--- src/logic/obs_pkg.sv ---
// shared constants for the out-of-band and beacon sequencer
package obs_pkg;
    localparam int          CLK_PERIOD_NS  = 50;
    localparam int          ADDR_W         = 8;
    localparam int          DATA_W         = 32;
    localparam logic [7:0]  ADDR_CTRL      = 8'h00;
    localparam logic [7:0]  ADDR_CONFIG    = 8'h04;
    localparam logic [7:0]  ADDR_STATUS    = 8'h08;
    localparam logic [7:0]  ADDR_IRQ_STAT  = 8'h0C;
    localparam logic [7:0]  ADDR_IRQ_MASK  = 8'h10;
    // control word fields
    localparam int          CTRL_LAUNCH    = 0;
    localparam int          CTRL_KIND      = 1;
    localparam int          CTRL_IDLE      = 2;
    localparam int          CTRL_PWR_LO    = 3;
    localparam int          CTRL_FMT_SATA  = 5;
    localparam logic [1:0]  PWR_P0         = 2'h0;
    localparam logic [1:0]  PWR_P2         = 2'h3;
    localparam logic        KIND_RESET     = 1'h0;
    localparam logic        KIND_WAKE      = 1'h1;
    // config word fields
    localparam int          CFG_BURST_LO   = 0;
    localparam int          CFG_DIV_LO     = 4;
    localparam logic [3:0]  BURST_RESET    = 4'h6;
    localparam logic [2:0]  DIV_GEN2       = 3'h1;
    localparam logic [2:0]  DIV_GEN1       = 3'h2;
    localparam logic [2:0]  DIV_RESET      = 3'h2;
    // interrupt bits
    localparam int          IRQ_DONE       = 0;
    localparam int          IRQ_RX_WAKE    = 1;
    localparam int          IRQ_RX_RESET   = 2;
    localparam int          IRQ_REFUSED    = 3;
    localparam int          IRQ_BEACON     = 4;
    localparam int          IRQ_W          = 5;
    // sequencer states
    typedef enum logic [3:0] {
        OBS_IDLE  = 4'b0001,
        OBS_BURST = 4'b0010,
        OBS_GAP   = 4'b0100,
        OBS_DONE  = 4'b1000
    } obs_state_t;
    localparam int          TIMER_W        = 16;
endpackage

--- src/logic/obs_interval_timer.sv ---
// down-counting interval timer for burst and gap lengths
`timescale 1ns/1ps
`default_nettype none
module obs_interval_timer #(
    parameter int W = 16
) (
    input  wire logic         clk_i,      // system clock
    input  wire logic         rst_i,      // sync reset, high
    input  wire logic         load_i,     // start a new interval
    input  wire logic [W-1:0] length_i,   // interval length in cycles
    output logic              expire_o    // high in last cycle of interval
);
    logic [W-1:0] count;
    logic [W-1:0] next_count;
    logic         next_expire;
    logic         expire;

    initial begin
        if (W < 2) $error("timer width too small");
    end

    always_comb begin
        next_count  = count;
        if (load_i) begin
            next_count = length_i;
        end else if (count != '0) begin
            next_count = count - W'(1);
        end
        next_expire = (next_count == W'(1));
    end

    always_ff @(posedge clk_i) begin
        if (rst_i) begin
            count  <= '0;
            expire <= 1'b0;
        end else begin
            count  <= next_count;
            expire <= next_expire;
        end
    end

    assign expire_o = expire;
endmodule
`default_nettype wire

--- src/logic/obs_sequencer.sv ---
// out-of-band burst and beacon sequencer with wishbone registers
`timescale 1ns/1ps
`default_nettype none
// How it works
// - beacons are produced only while power state is P2.
// - in P2, beacon drive starts when idle control is deasserted.
// - with idle held high in P0, a SATA divider and no sequence running, a one-cycle launch sends exactly one COM sequence.
// - sequence kind is taken from the kind select at launch.
// - each sequence emits the configured number of bursts.
// - divider changes at run time have no effect on timing; the divider only gates a launch.
// - in SATA format, completion drives status bit zero high for exactly one cycle.
// - kind select 0 means reset/init, 1 means wake.
// - burst count is a four-bit binary value.
// - SATA format: bit0 launch done, bit1 wake seen, bit2 reset seen.
module obs_sequencer
    import obs_pkg::*;
#(
    parameter int BURST_NS     = 107,
    parameter int GAP_RESET_NS = 320,
    parameter int GAP_WAKE_NS  = 107
) (
    input  wire logic                      clk_i,          // 20 MHz clock
    input  wire logic                      rst_i,          // sync reset, high
    input  wire logic                      wb_cyc_i,       // wishbone cycle
    input  wire logic                      wb_stb_i,       // wishbone strobe
    input  wire logic                      wb_we_i,        // wishbone write
    input  wire logic [obs_pkg::ADDR_W-1:0] wb_adr_i,      // byte address
    input  wire logic [3:0]                wb_sel_i,       // byte enables
    input  wire logic [obs_pkg::DATA_W-1:0] wb_dat_i,      // write data
    output logic [obs_pkg::DATA_W-1:0]     wb_dat_o,       // read data
    output logic                           wb_ack_o,       // wishbone ack
    input  wire logic                      rx_wake_seen_i, // receiver saw wake, pulse
    input  wire logic                      rx_reset_seen_i,// receiver saw reset/init, pulse
    output logic                           tx_burst_o,     // burst on tx pair
    output logic                           tx_elec_idle_o, // tx pair in electrical idle
    output logic                           beacon_o,       // beacon on tx pair
    output logic [2:0]                     rx_status_o,    // status bus
    output logic                           irq_o           // level interrupt
);
    import obs_pkg::*;

    // least times round up to whole cycles
    localparam int BURST_CYC     = (BURST_NS + CLK_PERIOD_NS - 1) / CLK_PERIOD_NS;
    localparam int GAP_RESET_CYC = (GAP_RESET_NS + CLK_PERIOD_NS - 1) / CLK_PERIOD_NS;
    localparam int GAP_WAKE_CYC  = (GAP_WAKE_NS + CLK_PERIOD_NS - 1) / CLK_PERIOD_NS;

    initial begin
        if (BURST_CYC < 1 || GAP_RESET_CYC < 1 || GAP_WAKE_CYC < 1) $error("interval below one cycle");
        if (GAP_RESET_CYC >= (1 << TIMER_W)) $error("interval too long for timer");
    end

    // register state
    logic             kind_sel;
    logic             idle_ctrl;
    logic [1:0]       pwr_state;
    logic             fmt_sata;
    logic [3:0]       burst_setting;
    logic [2:0]       line_div;
    logic [IRQ_W-1:0] irq_stat;
    logic [IRQ_W-1:0] irq_mask;
    logic             ack;
    logic [31:0]      rdata;
    logic             next_kind_sel;
    logic             next_idle_ctrl;
    logic [1:0]       next_pwr_state;
    logic             next_fmt_sata;
    logic [3:0]       next_burst_setting;
    logic [2:0]       next_line_div;
    logic [IRQ_W-1:0] next_irq_stat;
    logic [IRQ_W-1:0] next_irq_mask;
    logic             next_ack;
    logic [31:0]      next_rdata;
    logic             launch_req;

    // sequencer state
    obs_state_t       state;
    obs_state_t       next_state;
    logic             seq_kind;
    logic             next_seq_kind;
    logic [3:0]       bursts_left;
    logic [3:0]       next_bursts_left;
    logic             timer_load;
    logic [TIMER_W-1:0] timer_len;
    logic             timer_expire;
    logic             busy;
    logic             launch_ok;
    logic             launch_bad;
    logic             done_evt;

    // output flops
    logic             burst_q;
    logic             idle_q;
    logic             beacon_q;
    logic [2:0]       status_q;
    logic             irq_q;
    logic             next_burst_q;
    logic             next_idle_q;
    logic             next_beacon_q;
    logic [2:0]       next_status_q;
    logic             next_irq_q;

    logic wr_hit;
    logic req;
    assign req    = wb_cyc_i && wb_stb_i;
    // write lands on the edge where the master sees ack
    assign wr_hit = req && ack && wb_we_i;

    // bus slave and register file
    always_comb begin
        next_kind_sel      = kind_sel;
        next_idle_ctrl     = idle_ctrl;
        next_pwr_state     = pwr_state;
        next_fmt_sata      = fmt_sata;
        next_burst_setting = burst_setting;
        next_line_div      = line_div;
        next_irq_mask      = irq_mask;
        next_irq_stat      = irq_stat;
        next_ack           = req && !ack;
        next_rdata         = rdata;
        launch_req         = 1'b0;
        if (wr_hit && wb_sel_i[0]) begin
            case (wb_adr_i)
                ADDR_CTRL: begin
                    launch_req     = wb_dat_i[CTRL_LAUNCH];
                    next_kind_sel  = wb_dat_i[CTRL_KIND];
                    next_idle_ctrl = wb_dat_i[CTRL_IDLE];
                    next_pwr_state = wb_dat_i[CTRL_PWR_LO +: 2];
                    next_fmt_sata  = wb_dat_i[CTRL_FMT_SATA];
                end
                ADDR_CONFIG: begin
                    next_burst_setting = wb_dat_i[CFG_BURST_LO +: 4];
                    next_line_div      = wb_dat_i[CFG_DIV_LO +: 3];
                end
                ADDR_IRQ_STAT: begin
                    next_irq_stat = irq_stat & ~wb_dat_i[IRQ_W-1:0];
                end
                ADDR_IRQ_MASK: begin
                    next_irq_mask = wb_dat_i[IRQ_W-1:0];
                end
                default: begin
                end
            endcase
        end
        // set wins over a clear in the same cycle
        next_irq_stat[IRQ_DONE]     = next_irq_stat[IRQ_DONE] | done_evt;
        next_irq_stat[IRQ_RX_WAKE]  = next_irq_stat[IRQ_RX_WAKE] | rx_wake_seen_i;
        next_irq_stat[IRQ_RX_RESET] = next_irq_stat[IRQ_RX_RESET] | rx_reset_seen_i;
        next_irq_stat[IRQ_REFUSED]  = next_irq_stat[IRQ_REFUSED] | launch_bad;
        next_irq_stat[IRQ_BEACON]   = next_irq_stat[IRQ_BEACON] | (next_beacon_q && !beacon_q);
        if (req && !ack) begin
            case (wb_adr_i)
                ADDR_CTRL:     next_rdata = {26'h0, fmt_sata, pwr_state, idle_ctrl, kind_sel, 1'b0};
                ADDR_CONFIG:   next_rdata = {25'h0, line_div, burst_setting};
                ADDR_STATUS:   next_rdata = {27'h0, beacon_q, busy, status_q};
                ADDR_IRQ_STAT: next_rdata = {27'h0, irq_stat};
                ADDR_IRQ_MASK: next_rdata = {27'h0, irq_mask};
                default:       next_rdata = 32'h0;
            endcase
        end
    end

    always_ff @(posedge clk_i) begin
        if (rst_i) begin
            kind_sel      <= KIND_RESET;
            idle_ctrl     <= 1'b1;
            pwr_state     <= PWR_P0;
            fmt_sata      <= 1'b1;
            burst_setting <= BURST_RESET;
            line_div      <= DIV_RESET;
            irq_stat      <= '0;
            irq_mask      <= '0;
            ack           <= 1'b0;
            rdata         <= 32'h0;
        end else begin
            kind_sel      <= next_kind_sel;
            idle_ctrl     <= next_idle_ctrl;
            pwr_state     <= next_pwr_state;
            fmt_sata      <= next_fmt_sata;
            burst_setting <= next_burst_setting;
            line_div      <= next_line_div;
            irq_stat      <= next_irq_stat;
            irq_mask      <= next_irq_mask;
            ack           <= next_ack;
            rdata         <= next_rdata;
        end
    end

    // a launch is taken only with idle held high, P0 and a SATA divider
    assign busy       = (state != OBS_IDLE);
    assign launch_ok  = launch_req && !busy && next_idle_ctrl && (next_pwr_state == PWR_P0)
                        && (line_div == DIV_GEN1 || line_div == DIV_GEN2);
    assign launch_bad = launch_req && !launch_ok;

    // divider is only checked at launch, so a run-time rate change never alters timing;
    // both legal rates keep the same absolute burst timing
    always_comb begin
        next_state       = state;
        next_seq_kind    = seq_kind;
        next_bursts_left = bursts_left;
        timer_load       = 1'b0;
        timer_len        = TIMER_W'(BURST_CYC);
        done_evt         = 1'b0;
        case (state)
            OBS_IDLE: begin
                if (launch_ok) begin
                    next_seq_kind    = next_kind_sel;
                    next_bursts_left = burst_setting;
                    if (burst_setting == 4'h0) begin
                        next_state = OBS_DONE;
                    end else begin
                        next_state = OBS_BURST;
                        timer_load = 1'b1;
                    end
                end
            end
            OBS_BURST: begin
                if (timer_expire) begin
                    next_state       = OBS_GAP;
                    timer_load       = 1'b1;
                    next_bursts_left = bursts_left - 4'h1;
                    timer_len        = (seq_kind == KIND_WAKE) ? TIMER_W'(GAP_WAKE_CYC)
                                                               : TIMER_W'(GAP_RESET_CYC);
                end
            end
            OBS_GAP: begin
                if (timer_expire) begin
                    if (bursts_left == 4'h0) begin
                        next_state = OBS_DONE;
                    end else begin
                        next_state = OBS_BURST;
                        timer_load = 1'b1;
                    end
                end
            end
            OBS_DONE: begin
                done_evt   = 1'b1;
                next_state = OBS_IDLE;
            end
            default: begin
                next_state = OBS_IDLE;
            end
        endcase
    end

    always_ff @(posedge clk_i) begin
        if (rst_i) begin
            state       <= OBS_IDLE;
            seq_kind    <= KIND_RESET;
            bursts_left <= 4'h0;
        end else begin
            state       <= next_state;
            seq_kind    <= next_seq_kind;
            bursts_left <= next_bursts_left;
        end
    end

    obs_interval_timer #(
        .W        (TIMER_W)
    ) u_timer (
        .clk_i    (clk_i),
        .rst_i    (rst_i),
        .load_i   (timer_load),
        .length_i (timer_len),
        .expire_o (timer_expire)
    );

    // line and status outputs, all registered
    always_comb begin
        next_burst_q  = (next_state == OBS_BURST);
        next_beacon_q = (pwr_state == PWR_P2) && !idle_ctrl;
        next_idle_q   = idle_ctrl && !next_burst_q;
        next_status_q = 3'h0;
        if (fmt_sata) begin
            next_status_q = {rx_reset_seen_i, rx_wake_seen_i, done_evt};
        end
        next_irq_q    = |(next_irq_stat & next_irq_mask);
    end

    always_ff @(posedge clk_i) begin
        if (rst_i) begin
            burst_q  <= 1'b0;
            idle_q   <= 1'b1;
            beacon_q <= 1'b0;
            status_q <= 3'h0;
            irq_q    <= 1'b0;
        end else begin
            burst_q  <= next_burst_q;
            idle_q   <= next_idle_q;
            beacon_q <= next_beacon_q;
            status_q <= next_status_q;
            irq_q    <= next_irq_q;
        end
    end

    assign wb_dat_o       = rdata;
    assign wb_ack_o       = ack;
    assign tx_burst_o     = burst_q;
    assign tx_elec_idle_o = idle_q;
    assign beacon_o       = beacon_q;
    assign rx_status_o    = status_q;
    assign irq_o          = irq_q;
endmodule
`default_nettype wire

--- config.mk ---
export PLATFORM = sky130hd
export DESIGN_NAME = obs_sequencer
export DESIGN_NICKNAME = d
export VERILOG_FILES = /design/src/logic/obs_pkg.sv /design/src/logic/obs_interval_timer.sv /design/src/logic/obs_sequencer.sv
export SDC_FILE = /design/constraint.sdc
export NUM_CORES = 1
export LEC_CHECK = 0
export BUFFER_PORTS_ARGS = -buffer_cell sky130_fd_sc_hd__buf_2
export CAP_MARGIN = 20
export CORE_MARGIN = 2
export CORE_UTILIZATION = 53
export DETAILED_ROUTE_END_ITERATION = 16
export PLACE_DENSITY = 0.8
export SYNTH_ARGS = -nofsm -noshare
export SYNTH_HDL_FRONTEND = slang
export SYNTH_HIERARCHICAL = 1
export SYNTH_SLANG_ARGS = --single-unit
export TNS_END_PERCENT = 30
--- constraint.sdc ---
create_clock -name clk_i -period 3.5 [get_ports clk_i]
set_input_delay 0.525 -clock clk_i [delete_from_list [all_inputs] [get_ports clk_i]]
set_output_delay 0.525 -clock clk_i [all_outputs]
set_load 0.005 [all_outputs]
---- After elaboration in Yosys (flattened, before gate mapping) ----
Cells that the tools add are included.
word-level totals
  register bits ........................... 88
  output and inout bits ................... 40
  input port bits ......................... 51
  word-level logic and storage cells ...... 113
operators by class
  reduce and logical (&&, ||, !) cells .... 32
  $add $sub $neg .......................... 2
  eq/ne operators ......................... 16
  bitwise operators ....................... 9
  multiplexer cells ....................... 34
operator list
  operator                                                               number
  7-bit one-hot mux with 5 select lines                                  1
  16-bit two-way mux                                                     2
  4-bit two-way mux                                                      7
  5-bit two-way mux                                                      4
  16-bit by 1-bit == test with 1-bit output (second input constant)      1
  8-bit by 4-bit == test with 1-bit output (second input constant)       2
  16-bit nonzero test                                                    1
  16-bit by 1-bit subtractor with 16-bit output (second input constant)  1
  1-bit logical AND                                                      13
  1-bit two-way mux                                                      12
  4-bit one-hot mux with 3 select lines                                  1
  5-bit AND                                                              2
  3-bit two-way mux                                                      3
  4-bit by 2-bit == test with 1-bit output (second input constant)       2
  8-bit by 3-bit == test with 1-bit output (second input constant)       1
  8-bit by 5-bit == test with 1-bit output (second input constant)       1
  4-bit logical NOT                                                      2
  8-bit logical NOT                                                      1
  4-bit one-hot mux with 2 select lines                                  1
  1-bit logical NOT                                                      6
  2-bit AND reduction                                                    3
  5-bit inverter                                                         1
  1-bit OR                                                               5
  5-bit OR reduction                                                     1
  18 further kinds                                                       19

---- Depth between registers and ports, before layout ----
Gate-level depths: netlist of the first run.
  word-level depth ........................ 14
  gate-level depth with buffers ........... 13
  gate-level depth less buffers ........... 12

---- By module ----
The synthesis of the first run kept the hierarchy.
by module, submodules not included
  module              area each (µm²)  times used  cells an instance  seq. area each (µm²)
  obs_sequencer       2347.3           1           262                920.9
  obs_interval_timer  1188.6           1           143                340.3

---- Worst setup path before layout of the first run ----
No wires, ideal clock.
  path type ............................... input -> register
  start ................................... in wb_adr_i[2] (netlist bit)
  end ..................................... reg u_timer.expire, in the netlist u_timer/expire_o
  slack ................................... 271 ps
  cell stages on the path ................. 13
  setup time .............................. 88 ps
  path buffers ............................ 4
  data arrival time ....................... 3142 ps
  data required time ...................... 3412 ps
  cell sequence ........................... buf_4 nor4_4 nand4_4 or2_1 buf_2 o22ai_2 nand2b_1 clkbuf_1 clkbuf_1 nor2_1 a221oi_1 nand4_1 nor4_2
on the way
  word-level cells in the longest chain between the ends .. 11
  elaborated cells on any way between the ends .. 16
  those cells by class .................... eq/ne (1); mux (9); reduce/logical (6)
RTL lines
  element                                      line                      source
  start: declaration                           obs_sequencer.sv:27       input wire logic [obs_pkg::ADDR_W-1:0] wb_adr_i,
  8-bit logical NOT *                          obs_sequencer.sv:122      case (wb_adr_i)
  1-bit two-way mux                            obs_sequencer.sv:122
  1-bit two-way mux                            obs_sequencer.sv:121      if (wr_hit && wb_sel_i[0]) begin
  1-bit logical AND (2 in series)              obs_sequencer.sv:190      assign launch_ok = launch_req && !busy && next_idle_ctrl && (next_pwr_state == PWR_P0)
  1-bit logical AND *                          obs_sequencer.sv:190
  1-bit logical AND *                          obs_sequencer.sv:191      && (line_div == DIV_GEN1 || line_div == DIV_GEN2);
  1-bit two-way mux *                          obs_sequencer.sv:205      if (launch_ok) begin
  1-bit one-hot mux with 3 select lines *      obs_sequencer.sv:203      case (state)
  via timer_load                               obs_sequencer.sv:82       logic timer_load;
  16-bit two-way mux *                         obs_interval_timer.sv:24  if (load_i) begin
  16-bit by 1-bit == test with 1-bit output *  obs_interval_timer.sv:29  next_expire = (next_count == W'(1));
  end signal: assignment                       obs_interval_timer.sv:38  expire <= next_expire;
  end: declaration                             obs_interval_timer.sv:16  logic expire;
Mark *: on every way through the listed nets, which the timed path passes. The rest lies on a longest branch.
A chain may end at the register's enable or synchronous reset.

---- Worst setup path in the final report of the first run ----
  start ................................... reg state[0]
  end ..................................... reg u_timer.expire, in the netlist u_timer/expire_o
on the way
  word-level cells in the longest chain between the ends .. 10
  elaborated cells on any way between the ends .. 14
  those cells by class .................... eq/ne (5); mux (4); reduce/logical (5)
RTL lines
  element                                      line                      source
  start: declaration                           obs_sequencer.sv:76       obs_state_t state;
  start signal: assignment                     obs_sequencer.sv:251      state <= next_state;
  4-bit by 1-bit != test with 1-bit output     obs_sequencer.sv:189      assign busy = (state != OBS_IDLE);
  1-bit logical NOT                            obs_sequencer.sv:190
  1-bit logical AND (3 in series)              obs_sequencer.sv:190
  1-bit logical AND                            obs_sequencer.sv:191
  1-bit two-way mux                            obs_sequencer.sv:205
  1-bit one-hot mux with 3 select lines *      obs_sequencer.sv:203
  via timer_load                               obs_sequencer.sv:82
  16-bit two-way mux *                         obs_interval_timer.sv:24
  16-bit by 1-bit == test with 1-bit output *  obs_interval_timer.sv:29
Marks and branches as above.

==> metrics list, run 1 <==
- Iteration count of the initial detailed-routing pass: 5
* Clock network latency to the later pin of the worst-skew pair: 0.33 ns
- Dpl cells: 521
- Hold-critical path endpoint: fmt_sata$_SDFFE_PP1P_
- Last weighted congestion value of the routability-driven placer: 0.855
- Number of hold-repair buffers added at the cts stage: 0
- Summed over its instances, the top area cell type makes up 35.7% of the synthesized netlist area.
- Global-route wire length before repair: 12900 µm
- sky130_fd_sc_hd__dfxtp_1 takes more of the synthesized area than any other cell.
- Critical path's slowest cell: sky130_fd_sc_hd__or3_1
* Root buffer cell: sky130_fd_sc_hd__clkbuf_8
- IR analysis of the VDD net gives a maximum drop of 0.610 mV.
- Critical path launch point type: flop
- The final route contains 3061 vias.
- Clock input transition at the sequential cells of the worst setup and hold paths: 0.07 ns
- Yosys reg bits: 63
* Cell count of the worst reg-to-reg path: 13
- The finished layout holds 537 standard cells, fillers aside.
- In this run, the number of DRC markers left after iteration 0 of detailed routing was 187.
- The net count of the finished layout is 509.
* Post-synth cell types: 77
- CTS resizes: 0
- No sink is reached through more buffers than the 2 on the longest clock path.
- Timing-limited maximum frequency: 344 MHz
- In the final routed layout, each cell accounts on average for 14.7 µm.
- Post-Syn Instances: 405
- Half-perimeter wire length after placement: 5790 µm
* Area overhead of the layout relative to synthesis: 11.8%
* Number of failing hold endpoints at the final stage: 0
- In the finished design, the share of the clock period the worst path needs comes to 83.0%.
- List of most frequent post-synthesis cells: sky130_fd_sc_hd__dfxtp_1 (63), sky130_fd_sc_hd__nor2_1 (58), sky130_fd_sc_hd__buf_4 (26)
- Once the clock tree was built, the setup fixing pass inserted 0 buffers.
- Portion of netlist area occupied by mux cells: 8.14%
- The clock arrives with 0.00892 ns of skew.
- Worst r2r src: state[0]$_SDFF_PP1_
- HP Class: primary input to flop
- The multi-input combinational cells in the finished layout cover a total of 0.00212 mm².
* DRC violation count after routing: 0
- Starting utilization of the core area: 55.4%
* Maximum number of pins on one net before global-route repair: 41
- Antenna violations before repair: 0
- Number of buffers added on ports: 37
- Die height: 85.7 µm
* Die X: 85.7 µm
- Counting instances, the worst hold path has a depth of 3.
- Cell types with the largest area share after synthesis: sky130_fd_sc_hd__dfxtp_1 (36%), sky130_fd_sc_hd__mux2i_1 (6.2%), sky130_fd_sc_hd__nor2_1 (6.2%)
* Number of I/O pins: 91
- Summed over all cells, the static leakage comes to 1.71 nW.
- Of the total synthesized cell area, the portion taken by full adders, half adders and majority gates is 1.06%.
- Crit end category: flop
- The mapped netlist covers 0.00354 mm².
- Yosys printed 6 warnings.
* Average vias per placed instance: 5.70
- The final-report max-slew violation count was 0.
- Measured slew at the worst slew-check pin: 0.743 ns
- Worst hold path startpoint: wb_dat_i[5]
* Dominant cell by count in the synthesized netlist: sky130_fd_sc_hd__dfxtp_1
- CTS buffer count: 9
* Proportion of register bits with asynchronous set or reset after synthesis: 0%
- Setup repair after global routing left no endpoint under its margin.
- Final Critical Period: 2.91 ns
* XOR/XNOR Fraction of Synth Area: 0.991%
- Overall track demand over capacity in global routing: 22.0%
- Core region area: 0.00639 mm²
- Post-synthesis sequential area ratio: 35.7%
* Setup CP Type: flop to flop
- The floorplan has 29 rows.
- In this run the remaining antenna-violating nets after routing total 0.
- Number of maximum-capacitance constraint violations: 0
- Final setup vio count: 0
* Most used flip-flop cell after synthesis: sky130_fd_sc_hd__dfxtp_1
- Signal arrival time at the worst endpoint: 3.16 ns
* Simple-gate portion of the synthesized area: 29.0%
- TritonCTS built the clock tree.
- In the final timing run, aggregate negative setup slack is 0 ns.
* Seq. cell area: 0.00126 mm²
* Required time of the worst setup path: 3.75 ns
* Power density over cell area: 644 mW/mm²
- Endpoint of the lowest-slack register-to-register path: u_timer/expire_o$_SDFF_PP0_
* TritonCTS sink count: 63
- In this design, the critical path's most frequently occurring cell is sky130_fd_sc_hd__nand4_1.
* Post-route cell area: 0.00395 mm²
* Combinational family with the most area after synthesis: simple AND/OR/NAND/NOR gates
- In this run, synthesis inferred 0 flip-flops with an integrated enable.
- Final Routed Wirelength: 7910 µm
* Global route overflow: 0
- In this run the tightest slew margin relative to its limit is 50.3%.
- The number of antenna diodes in the final layout is 0.
- Via count of the first global-routing pass: 2737
- The setup check on the worst reg-to-reg path leaves a slack of 0.59 ns.
- Along the worst path, the maximum fanout reaches 40.
* Area post-placement: 0.00375 mm²
* H-tree lvl count: 3
* Layout cells sized above 1: 17.8%
- In this design, the stage delay of the slowest critical-path cell is 0.37 ns.
- Summing the areas of all compound-gate instances in the mapped netlist gives 16.3% of the synthesized area.
- A synthesized cell averages 8.73 µm².
- Result of the run: finished clean
- Die area: 0.00734 mm²
- The signal on the critical path passes through nor4b_1, buf_4, nand4_1, or2_1, o22ai_2, nand2b_1, buf_12, or3_1, a41oi_1, a211o_1, o2111a_1, nand4_1, nor4_2.
- End-of-flow core utilization: 61.9%
* Layout filler cell count: 555
==> stage by stage <==
step / worst slack [ns] / hold WS [ns] / total power, W
after floorplan: 0.271 / 0.461 / 0.00172
after global placement: 0.347 / 0.470 / 0.00188
after detailed placement: 0.359 / 0.477 / 0.00191
after CTS: 0.577 / 0.414 / 0.00255
after global routing: 0.336 / 0.440 / 0.00271
final: 0.595 / 0.428 / 0.00254
==> flip-flops by register name, summed over array words and instances (netlist names), 2 cells and up <==
name,cells
burst_setting,4
bursts_left,4
irq_mask,5
irq_stat,5
line_div,3
pwr_state,2
rx_status_o,3
state,4
u_timer/count,16
wb_dat_o,7
==> metal layers <==
layer,GRT usage [%],up-vias,wire [µm],part of all wire (%)
li1,-,1512,-,-
met1,28.2,1424,3430,43
met2,36.4,111,3870,49
met3,5.20,14,503,6.4
met4,7.50,0,99,1.3
met5,0,-,0,0
==> cells by family (layout without fill, tap and decap cells) <==
family          after synthesis  count (layout)
fa+ha+maj                     3               3
mux                          28              28
compound gates               78              78
xor+xnor                      4               4
other cells                   2              41
flops                        63              63
simple gates                173             173
buf+inv                      54              70
==> where the power goes <==
group          switching (W)  leakage (nW)  total (W)  internal [W]
Clock               0.000288        0.0916   0.000635      0.000347
Combinational       0.000544          1.11   0.000985      0.000441
Sequential          0.000122         0.513   0.000925      0.000803
Total               0.000954          1.71    0.00254       0.00159
==> how the worst max path moves through the flow <==
stage	start	endpoint	slack, ns	depth (start not counted)
detailed placement	wb_adr_i[1]	u_timer/expire_o$_SDFF_PP0_	0.36	11
CTS	state[0]$_SDFF_PP1_	u_timer/expire_o$_SDFF_PP0_	0.58	13
global placement	wb_we_i	u_timer/expire_o$_SDFF_PP0_	0.35	13
floorplan	wb_adr_i[2]	u_timer/expire_o$_SDFF_PP0_	0.27	13
finish	state[0]$_SDFF_PP1_	u_timer/expire_o$_SDFF_PP0_	0.59	13
global route	state[0]$_SDFF_PP1_	u_timer/expire_o$_SDFF_PP0_	0.34	11
==> critical path, delay by kind of cell (launching register included) <==
kind	cells	cell delay (ns)
buffers and inverters	2	0.33
DFF	1	0.34
and+or+nand+nor	7	1.54
AOI/OAI and AO/OA	4	0.63
==> cell type report <==
cell class / count / share of cell area [%]
multi-input combinational: 327 / 53.5
tap: 77 / 2.44
inverter: 12 / 1.14
timing repair buffer: 42 / 5.95
clock buffer: 11 / 3.58
sequential: 63 / 31.9
clock inverter: 5 / 1.46
==> layout by cell type, fill, tap and decap left out, drive strengths merged, types with 11 or more instances in the layout <==
| cell | synthesis | routed |
|---|---|---|
| nor2 | 59 | 59 |
| buf | 30 | 42 |
| clkbuf | 12 | 11 |
| nand2b | 14 | 14 |
| mux2i | 22 | 22 |
| inv | 11 | 11 |
| nand2 | 23 | 23 |
| conb | 2 | 41 |
| nor4 | 12 | 12 |
| a21oi | 11 | 11 |
| dfxtp | 63 | 63 |
| o21ai | 13 | 13 |
Note: power is estimated with default switching activity, not from simulation.
==> run 2, diff against run 1 <==
Clock period 3.5 ns to 3 ns, I/O delays scaled along.
==> run 2 against run 1 <==
Net effect: maximum frequency grew 4.4%; die area is the same; clock skew shrank 0.00063 ns; clock power grew 33%; global-route usage grew 2.2 points; largest power group unchanged.
==> metrics list, run 2 (synthesis gave the netlist of run 1 again) <==
- The global routing usage summed across all routing layers came to 24.2% (was 22.0%).
- Cell count of the worst reg-to-reg path: 13 (unchanged)
- Total Neg Setup Slack: 0 ns (unchanged)
* Met2 routed WL: 4300 µm (was 3870 µm)
- The horizontal die dimension is 85.7 µm (unchanged).
* Global route overflow: 0 (unchanged)
- The number of nets with antenna violations after routing was 0 (unchanged).
* Average wire per standard cell: 15.3 µm (was 14.7 µm)
- RSZ-0062 raised after global routing: false (unchanged).
* Leading cell type in the layout, fill and taps excluded: sky130_fd_sc_hd__dfxtp_1 (unchanged)
- The total detailed-routing wirelength is 8350 µm (was 7910 µm).
- Hold-critical path endpoint: line_div[2]$_SDFFE_PP0P_ (was fmt_sata$_SDFFE_PP1P_)
* Number of I/O pins: 91 (unchanged)
- The deepest level of the CTS H-tree came to 3 (unchanged).
* Area overhead of the layout relative to synthesis: 14.6% (was 11.8%)
* Required time of the worst setup path: 3.26 ns (was 3.75 ns)
- The startpoint type of the worst setup path was a flop (unchanged).
- Static leakage power: 1.78 nW (was 1.71 nW)
- TritonCTS sink count: 63 (unchanged)
- Logic gate share of total power: 37.9% (was 38.7%)
- The maximum vdd ir drop was 0.535 mV (was 0.610 mV).
* Highest metal layer used by the detailed router: met4 (unchanged)
* Seq. cell area: 0.00126 mm² (unchanged)
- Maximum number of pins on one net before global-route repair: 47 (was 41)
- Die height: 85.7 µm (unchanged)
* Relative contribution of sequential cells to total power: 34.8% (was 36.3%)
* Multi-input combinational cell area: 0.00213 mm² (was 0.00212 mm²)
- The net switching share of the total power came to 37.4% (was 37.5%).
* Root buffer cell: sky130_fd_sc_hd__clkbuf_8 (unchanged)
- The final worst clock skew came to 0.00828 ns (was 0.00892 ns).
* Net switching power figure: 0.00116 W (was 0.000954 W)
- The signal arrival time at the worst endpoint is 3.04 ns (was 3.16 ns).
- Routed length on met1: 3390 µm (was 3430 µm)
- Layout filler cell count: 552 (was 555)
* Worst r2r src: state[0]$_SDFF_PP1_ (unchanged)
* Endpoint of the lowest-slack register-to-register path: u_timer/expire_o$_SDFF_PP0_ (unchanged)
- The internal power summed over all cells is 0.00194 W (was 0.00159 W).
- The detailed-router iteration count before antenna repair was 5 (unchanged).
- Relative max-transition margin: 49.7% (was 50.3%)
* Number of buffers added on ports: 37 (unchanged)
* Die area: 0.00734 mm² (unchanged)
- Core region area: 0.00639 mm² (unchanged)
- Final cycle utilization of the critical path: 92.7% (was 83.0%)
- HP Class: primary input to flop (unchanged)
- The total power divided by cell area was 766 mW/mm² (was 644 mW/mm²).
- The final-report max-slew violation count came to 0 (unchanged).
- Final cell count without fillers: 545 (was 537)
- DRC violation count after routing: 0 (unchanged)
- Worst hold path startpoint: wb_dat_i[6] (was wb_dat_i[5])
- Result of the run: finished clean (unchanged).
* Clock network latency to the later pin of the worst-skew pair: 0.35 ns (was 0.33 ns)
- The kind of critical path is flop to flop (unchanged).
* Clock tree from TritonCTS: done (unchanged)
- Last weighted congestion value of the routability-driven placer: 0.892 (was 0.855)
* Number of maximum-capacitance constraint violations: 0 (unchanged)
- The met3 routed wirelength was 530 µm (was 503 µm).
- Starting utilization of the core area: 55.4% (unchanged)
- Final net count: 517 (was 509)
- Clock input transition at the sequential cells of the worst setup and hold paths: 0.08 ns (was 0.07 ns)
- The initial detailed-routing violation count was 168 (was 187).
- The total clock buffers created by CTS came to 9 (unchanged).
- Via count of the first global-routing pass: 3034 (was 2737)
- Half-perimeter wire length after placement: 6050 µm (was 5790 µm)
- The final antenna diode count is 0 (unchanged).
- Total vias in the final route: 3148 (was 3061)
- The share of layout cells above drive strength 1 is 19.9% (was 17.8%).
* Antenna violations before repair: 0 (unchanged)
- The number of flip-flops in the largest register was 16 (unchanged).
- Cells on Worst Hold Path: 3 (unchanged)
* Share of power burned in the clock network: 27.3% (was 25.0%)
- Number of rows in the core area: 29 (unchanged)
* Top library cells by usage in the layout, fill and taps aside: sky130_fd_sc_hd__dfxtp_1 (63), sky130_fd_sc_hd__nor2_1 (58), sky130_fd_sc_hd__conb_1 (41), sky130_fd_sc_hd__buf_2 (37), sky130_fd_sc_hd__nand2_1 (23) (unchanged)
* Setup slack of the worst register-to-register path: 0.22 ns (was 0.59 ns)
* Dpl cells: 529 (was 521)
- Measured slew at the worst slew-check pin: 0.751 ns (was 0.743 ns)
* Clock Tree Buf Depth: 2 (unchanged)
- The final period demand of the worst path is 2.78 ns (was 2.91 ns).
- The register name with the most flops is u_timer/count (unchanged).
- The highest clock rate is 359 MHz (was 344 MHz).
- Final setup vio count: 0 (unchanged)
- The wire length of the first global-routing pass was 14100 µm (was 12900 µm).
- The average vias per placed instance came to 5.78 (was 5.70).
- Number of failing hold endpoints at the final stage: 0 (unchanged)
* Crit end category: flop (unchanged)
- Top fanout value on the critical path: 29 (was 40)
run 2: changes by cell type in the layout (fill, tap and decap cells not counted):
cell / previous run / this run
sky130_fd_sc_hd__inv_6: 0 / 3
sky130_fd_sc_hd__clkbuf_8: 10 / 9
sky130_fd_sc_hd__a221oi_1: 1 / 0
sky130_fd_sc_hd__clkinvlp_4: 3 / 0
sky130_fd_sc_hd__a211oi_2: 0 / 1
sky130_fd_sc_hd__clkinv_4: 0 / 2
sky130_fd_sc_hd__a211oi_1: 7 / 6
sky130_fd_sc_hd__clkinv_2: 1 / 0
sky130_fd_sc_hd__buf_4: 4 / 12
sky130_fd_sc_hd__a221oi_2: 0 / 1
sky130_fd_sc_hd__clkbuf_1: 1 / 0
sky130_fd_sc_hd__bufinv_16: 1 / 2
run 2: worst max path at each step:
stage                   startpoint                     endpoint  cells past startpoint
2_1_floorplan          wb_adr_i[2]  u_timer/expire_o$_SDFF_PP0_                     13
3_3_place_gp           wb_adr_i[1]  u_timer/expire_o$_SDFF_PP0_                     11
3_5_place_dp           wb_adr_i[1]  u_timer/expire_o$_SDFF_PP0_                     11
4_1_cts        state[0]$_SDFF_PP1_  u_timer/expire_o$_SDFF_PP0_                     13
5_1_grt        state[0]$_SDFF_PP1_  u_timer/expire_o$_SDFF_PP0_                     13
6_report       state[0]$_SDFF_PP1_  u_timer/expire_o$_SDFF_PP0_                     13
run 2: cell type report:
class / instances / area share, %
Multi-Input combinational cell: 327 / 52.5
Sequential cell: 63 / 31.1
Inverter: 12 / 1.11
Tap cell: 77 / 2.38
Timing Repair Buffer: 50 / 7.28
Clock buffer: 9 / 3.06
Clock inverter: 7 / 2.56
run 2: power groups by stage:
stage	Clock, W	Combinational [W]	Sequential (W)
after floorplan	0	0.000952	0.00105
after global placement	0	0.00111	0.00109
after detailed placement	0	0.00115	0.00110
after CTS	0.000860	0.00116	0.00108
after global routing	0.000893	0.00134	0.00110
final	0.000846	0.00118	0.00108
run 2: through the flow:
| step | worst slack (ns) | util (%) | total power (W) | hold slack, ns | instance area (µm²) |
|---|---|---|---|---|---|
| after floorplan | 0.0247 | - | 0.00201 | 0.461 | 3690 |
| after global placement | 0.0752 | 59.7 | 0.00220 | 0.469 | 3810 |
| after detailed placement | 0.0672 | 59.7 | 0.00225 | 0.473 | 3810 |
| after CTS | 0.213 | 63.3 | 0.00309 | 0.322 | 4040 |
| after global routing | 0.0483 | 63.5 | 0.00333 | 0.335 | 4050 |
| final | 0.218 | 63.5 | 0.00310 | 0.325 | 4050 |
run 2: critical path: stages, from the launching register on:
cell and delay, ns:
sky130_fd_sc_hd__dfxtp_1 0.35, sky130_fd_sc_hd__nor4b_1 0.15, sky130_fd_sc_hd__buf_4 0.14, sky130_fd_sc_hd__nand4_1 0.11
sky130_fd_sc_hd__or2_1 0.16, sky130_fd_sc_hd__o22ai_2 0.09, sky130_fd_sc_hd__nand2b_1 0.21, sky130_fd_sc_hd__buf_12 0.17
sky130_fd_sc_hd__or3_1 0.37, sky130_fd_sc_hd__a41oi_1 0.18, sky130_fd_sc_hd__a211o_1 0.14, sky130_fd_sc_hd__o2111a_1 0.18
sky130_fd_sc_hd__nand4_1 0.13, sky130_fd_sc_hd__nor4_2 0.29
run 2: routing by layer:
metal / GRT usage [%] / vias to the layer above
met4: 9.09 / 0
met1: 29.6 / 1506
li1: - / 1532
met2: 41.0 / 95
met5: 0 / -
met3: 6.26 / 15
run 2: what timing repair did:
item	CTS	global route
endpoints found under the setup margin	0	1
hold buffers	0	0
resized for setup	0	2
buffers inserted	0	0
endpoints found under the hold margin	0	0
==> run 3, diff against run 2 <==
Settings changed: CORE_MARGIN 2 to unset, GPL_TIMING_DRIVEN set to 1, RECOVER_POWER set to 100.
==> run 3 against run 2 <==
Net effect: first-iteration DRC count grew 21%; flip-flop and latch count is the same; worst hold slack gained 0.027 ns; power shrank 0.94%; maximum frequency shrank 1.7%; routed wire length grew 0.71%; largest power group unchanged.
==> metrics list, run 3 (synthesis gave the netlist of run 1 again) <==
- Final Routed Wirelength: 8410 µm (was 8350 µm)
- Fraction of met3 tracks used by global routing: 5.04% (was 6.26%)
- CTS buffer count: 9 (unchanged)
* Final net count: 519 (was 517)
- Average wire per standard cell: 15.4 µm (was 15.3 µm)
- The number of cells on the worst reg-to-reg path is 13 (unchanged).
* Top library cells by usage in the layout, fill and taps aside: sky130_fd_sc_hd__dfxtp_1 (63), sky130_fd_sc_hd__nor2_1 (59), sky130_fd_sc_hd__conb_1 (41), sky130_fd_sc_hd__buf_2 (28), sky130_fd_sc_hd__nand2_1 (23) (was sky130_fd_sc_hd__dfxtp_1 (63), sky130_fd_sc_hd__nor2_1 (58), sky130_fd_sc_hd__conb_1 (41), sky130_fd_sc_hd__buf_2 (37), sky130_fd_sc_hd__nand2_1 (23))
* Setup CP Type: primary input to flop (was flop to flop)
* Routing usage on met2: 42.7% (was 41.0%)
- The largest incremental delay on the critical path is 0.56 ns (was 0.37 ns).
* Last weighted congestion value of the routability-driven placer: 0.898 (was 0.892)
- Antenna violations before repair: 0 (unchanged)
* Worst hold path startpoint: wb_dat_i[5] (was wb_dat_i[6])
- The share of layout cells above drive strength 1 was 16.0% (was 19.9%).
* Root buffer cell: sky130_fd_sc_hd__clkbuf_8 (unchanged)
- Total vias in the final route: 3124 (was 3148)
- The number of nets with antenna violations after routing was 0 (unchanged).
* Static leakage power: 1.73 nW (was 1.78 nW)
- Number of rows in the core area: 29 (unchanged)
* Crit end category: flop (unchanged)
* Relative max-transition margin: 52.2% (was 49.7%)
- Cell-by-cell trace of the critical path: buf_2, nor4_1, nand4_4, or2_1, o22ai_2, nand2b_1, buf_12, nor2_1, a221oi_1, nand4_1, nor4_2 (was nor4b_1, buf_4, nand4_1, or2_1, o22ai_2, nand2b_1, buf_12, or3_1, a41oi_1, a211o_1, o2111a_1, nand4_1, nor4_2)
- The count of maximum capacitance violations is 0 (unchanged).
- The most common cell after layout, fill and taps aside is sky130_fd_sc_hd__dfxtp_1 (unchanged).
- The register-to-register setup slack is 0.19 ns (was 0.22 ns).
- Global route overflow: 0 (unchanged)
- Measured slew at the worst slew-check pin: 0.714 ns (was 0.751 ns)
- The die area came to 0.00700 mm² (was 0.00734 mm²).
* End-of-flow core utilization: 62.4% (was 63.5%)
- Max FFs per register: 16 (unchanged)
- The final antenna diode count came to 0 (unchanged).
- The summed area of non-filler cells in the final layout was 0.00398 mm² (was 0.00405 mm²).
* Layout filler cell count: 548 (was 552)
- H-tree lvl count: 3 (unchanged)
* HP Class: primary input to flop (unchanged)
- Average vias per placed instance: 5.71 (was 5.78)
* Max IR drop VDD: 0.584 mV (was 0.535 mV)
- The highest clock rate was 353 MHz (was 359 MHz).
- The placeable core region is 0.00639 mm² (unchanged).
* Number of buffers added on ports: 37 (unchanged)
- Crit path buf inv count: 2 (unchanged)
- Top register by number of flip-flops: u_timer/count (unchanged)
- The hold-critical path depth was 3 (unchanged).
* Half-perimeter wire length after placement: 6050 µm (about the same)
* Worst-case clock skew: 0.00526 ns (was 0.00828 ns)
* Iteration count of the initial detailed-routing pass: 4 (was 5)
- The wire length of the first global-routing pass came to 14100 µm (about the same).
- Required time of the worst setup path: 3.25 ns (was 3.26 ns)
* Starting utilization of the core area: 55.4% (unchanged)
- Hold-critical path endpoint: line_div[1]$_SDFFE_PP1P_ (was line_div[2]$_SDFFE_PP0P_)
- The total of endpoints with negative setup slack in the final report was 0 (unchanged).
* Critical path launch point type: primary input (was flop)
- The cell family with the largest share of critical-path delay is simple AND/OR/NAND/NOR gates (unchanged).
- Layer carrying the most global-route usage: met2 (unchanged)
- The initial detailed-routing violation count came to 204 (was 168).
* Final Critical Period: 2.83 ns (was 2.78 ns)
- The worst reg2reg path startpoint is state[0]$_SDFF_PP1_ (unchanged).
- The cell depth of the worst setup path was 11 (was 13).
- The post-route setup TNS came to 0 ns (unchanged).
- The area growth from synthesis to layout is 12.6% (was 14.6%).
* Slew Viols, Final: 0 (unchanged)
- Signal arrival time at the worst endpoint: 3.08 ns (was 3.04 ns)
- Top fanout value on the critical path: 34 (was 29)
* Critical path's slowest cell: sky130_fd_sc_hd__nor4_1 (was sky130_fd_sc_hd__or3_1)
- Endpoint of the lowest-slack register-to-register path: u_timer/expire_o$_SDFF_PP0_ (unchanged)
* RSZ-0062 raised after global routing: false (unchanged)
- The number of global-route vias before repair is 3005 (was 3034).
* Clock tree from TritonCTS: done (unchanged)
- The cell area reported after detailed placement was 0.00383 mm² (was 0.00381 mm²).
- Clock network latency to the later pin of the worst-skew pair: 0.33 ns (was 0.35 ns)
* Startpoint of the worst setup timing path: wb_adr_i[5] (was state[0]$_SDFF_PP1_)
- The CTS sink count was 63 (unchanged).
- Die X: 83.7 µm (was 85.7 µm)
- Final cycle utilization of the critical path: 94.4% (was 92.7%)
- Number of failing hold endpoints at the final stage: 0 (unchanged)
- Result of the run: finished clean (unchanged).
- DRC violation count after routing: 0 (unchanged)
- Die height: 83.7 µm (was 85.7 µm)
- Clock Tree Buf Depth: 2 (unchanged)
* Overall track demand over capacity in global routing: 24.9% (was 24.2%)
* Number of I/O pins: 91 (unchanged)
* Clock input transition at the sequential cells of the worst setup and hold paths: 0.07 ns (was 0.08 ns)
- Maximum number of pins on one net before global-route repair: 38 (was 47)
* Met1 track demand over resource: 30.7% (was 29.6%)
* Power density over cell area: 772 mW/mm² (was 766 mW/mm²)
## run 3: cell count changes in the layout (fill, tap and decap cells not counted), moves of 2 or more
cell                       before  now
sky130_fd_sc_hd__buf_2         37   28
sky130_fd_sc_hd__o21ai_0        6    9
sky130_fd_sc_hd__buf_4         12   10
sky130_fd_sc_hd__o21ai_1        7    4
sky130_fd_sc_hd__inv_6          3    0
sky130_fd_sc_hd__clkbuf_1       0   13
sky130_fd_sc_hd__clkinv_2       0    3
## run 3: worst max-delay path by stage
stage | endpoint | slack, ns
after floorplan | u_timer/expire_o$_SDFF_PP0_ | 0.02
after CTS | u_timer/expire_o$_SDFF_PP0_ | 0.13
after global placement | u_timer/expire_o$_SDFF_PP0_ | 0.07
after detailed placement | u_timer/expire_o$_SDFF_PP0_ | 0.004
after global routing | u_timer/expire_o$_SDFF_PP0_ | 0.02
final | u_timer/expire_o$_SDFF_PP0_ | 0.17
## run 3: what timing repair did
action                                  CTS  global route
gates resized for setup                   0             2
endpoints found under the setup margin    0             1
buffers inserted                          0             0
hold buffers                              0             0
## run 3: cell type report
| type | count | area (µm²) | area share (%) |
|---|---|---|---|
| sequential | 63 | 1260 | 31.7 |
| tap | 77 | 96.3 | 2.42 |
| clock buffer | 10 | 138 | 3.46 |
| inverter | 12 | 45.0 | 1.13 |
| multi-input combinational | 327 | 2070 | 52.1 |
| clock inverter | 6 | 83.8 | 2.10 |
| timing repair buffer | 52 | 284 | 7.13 |
## run 3: per-layer routing
layer	routed length, µm	vias to the layer above
li1	-	1533
met1	3620	1498
met2	4290	81
met3	367	12
met4	138	0
met5	0	-
## run 3: worst register-to-register path: stages (launching register included)
cell	delay, ns
sky130_fd_sc_hd__dfxtp_1	0.35
sky130_fd_sc_hd__nor4b_1	0.15
sky130_fd_sc_hd__buf_4	0.15
sky130_fd_sc_hd__nand4_1	0.09
sky130_fd_sc_hd__or2_1	0.15
sky130_fd_sc_hd__o22ai_2	0.08
sky130_fd_sc_hd__nand2b_1	0.21
sky130_fd_sc_hd__buf_12	0.18
sky130_fd_sc_hd__or3_1	0.37
sky130_fd_sc_hd__a41oi_1	0.19
sky130_fd_sc_hd__a211o_1	0.14
sky130_fd_sc_hd__o2111a_1	0.20
sky130_fd_sc_hd__nand4_1	0.16
sky130_fd_sc_hd__nor4_2	0.31
## run 3: per-stage QoR
step	cells	total power [W]	worst slack [ns]	hold slack [ns]
5_1_grt	547	0.00325	0.0164	0.354
2_1_floorplan	444	0.00201	0.0247	0.461
3_3_place_gp	531	0.00220	0.0717	0.468
4_1_cts	547	0.00309	0.127	0.338
3_5_place_dp	531	0.00225	0.00387	0.478
6_report	547	0.00307	0.168	0.352
## run 3: where the power goes
group	leakage, nW	internal [W]	switching, W	total (W)
Clock	0.116	0.000488	0.000337	0.000825
Sequential	0.513	0.000936	0.000150	0.00109
Combinational	1.10	0.000513	0.000650	0.00116
Total	1.73	0.00194	0.00114	0.00307
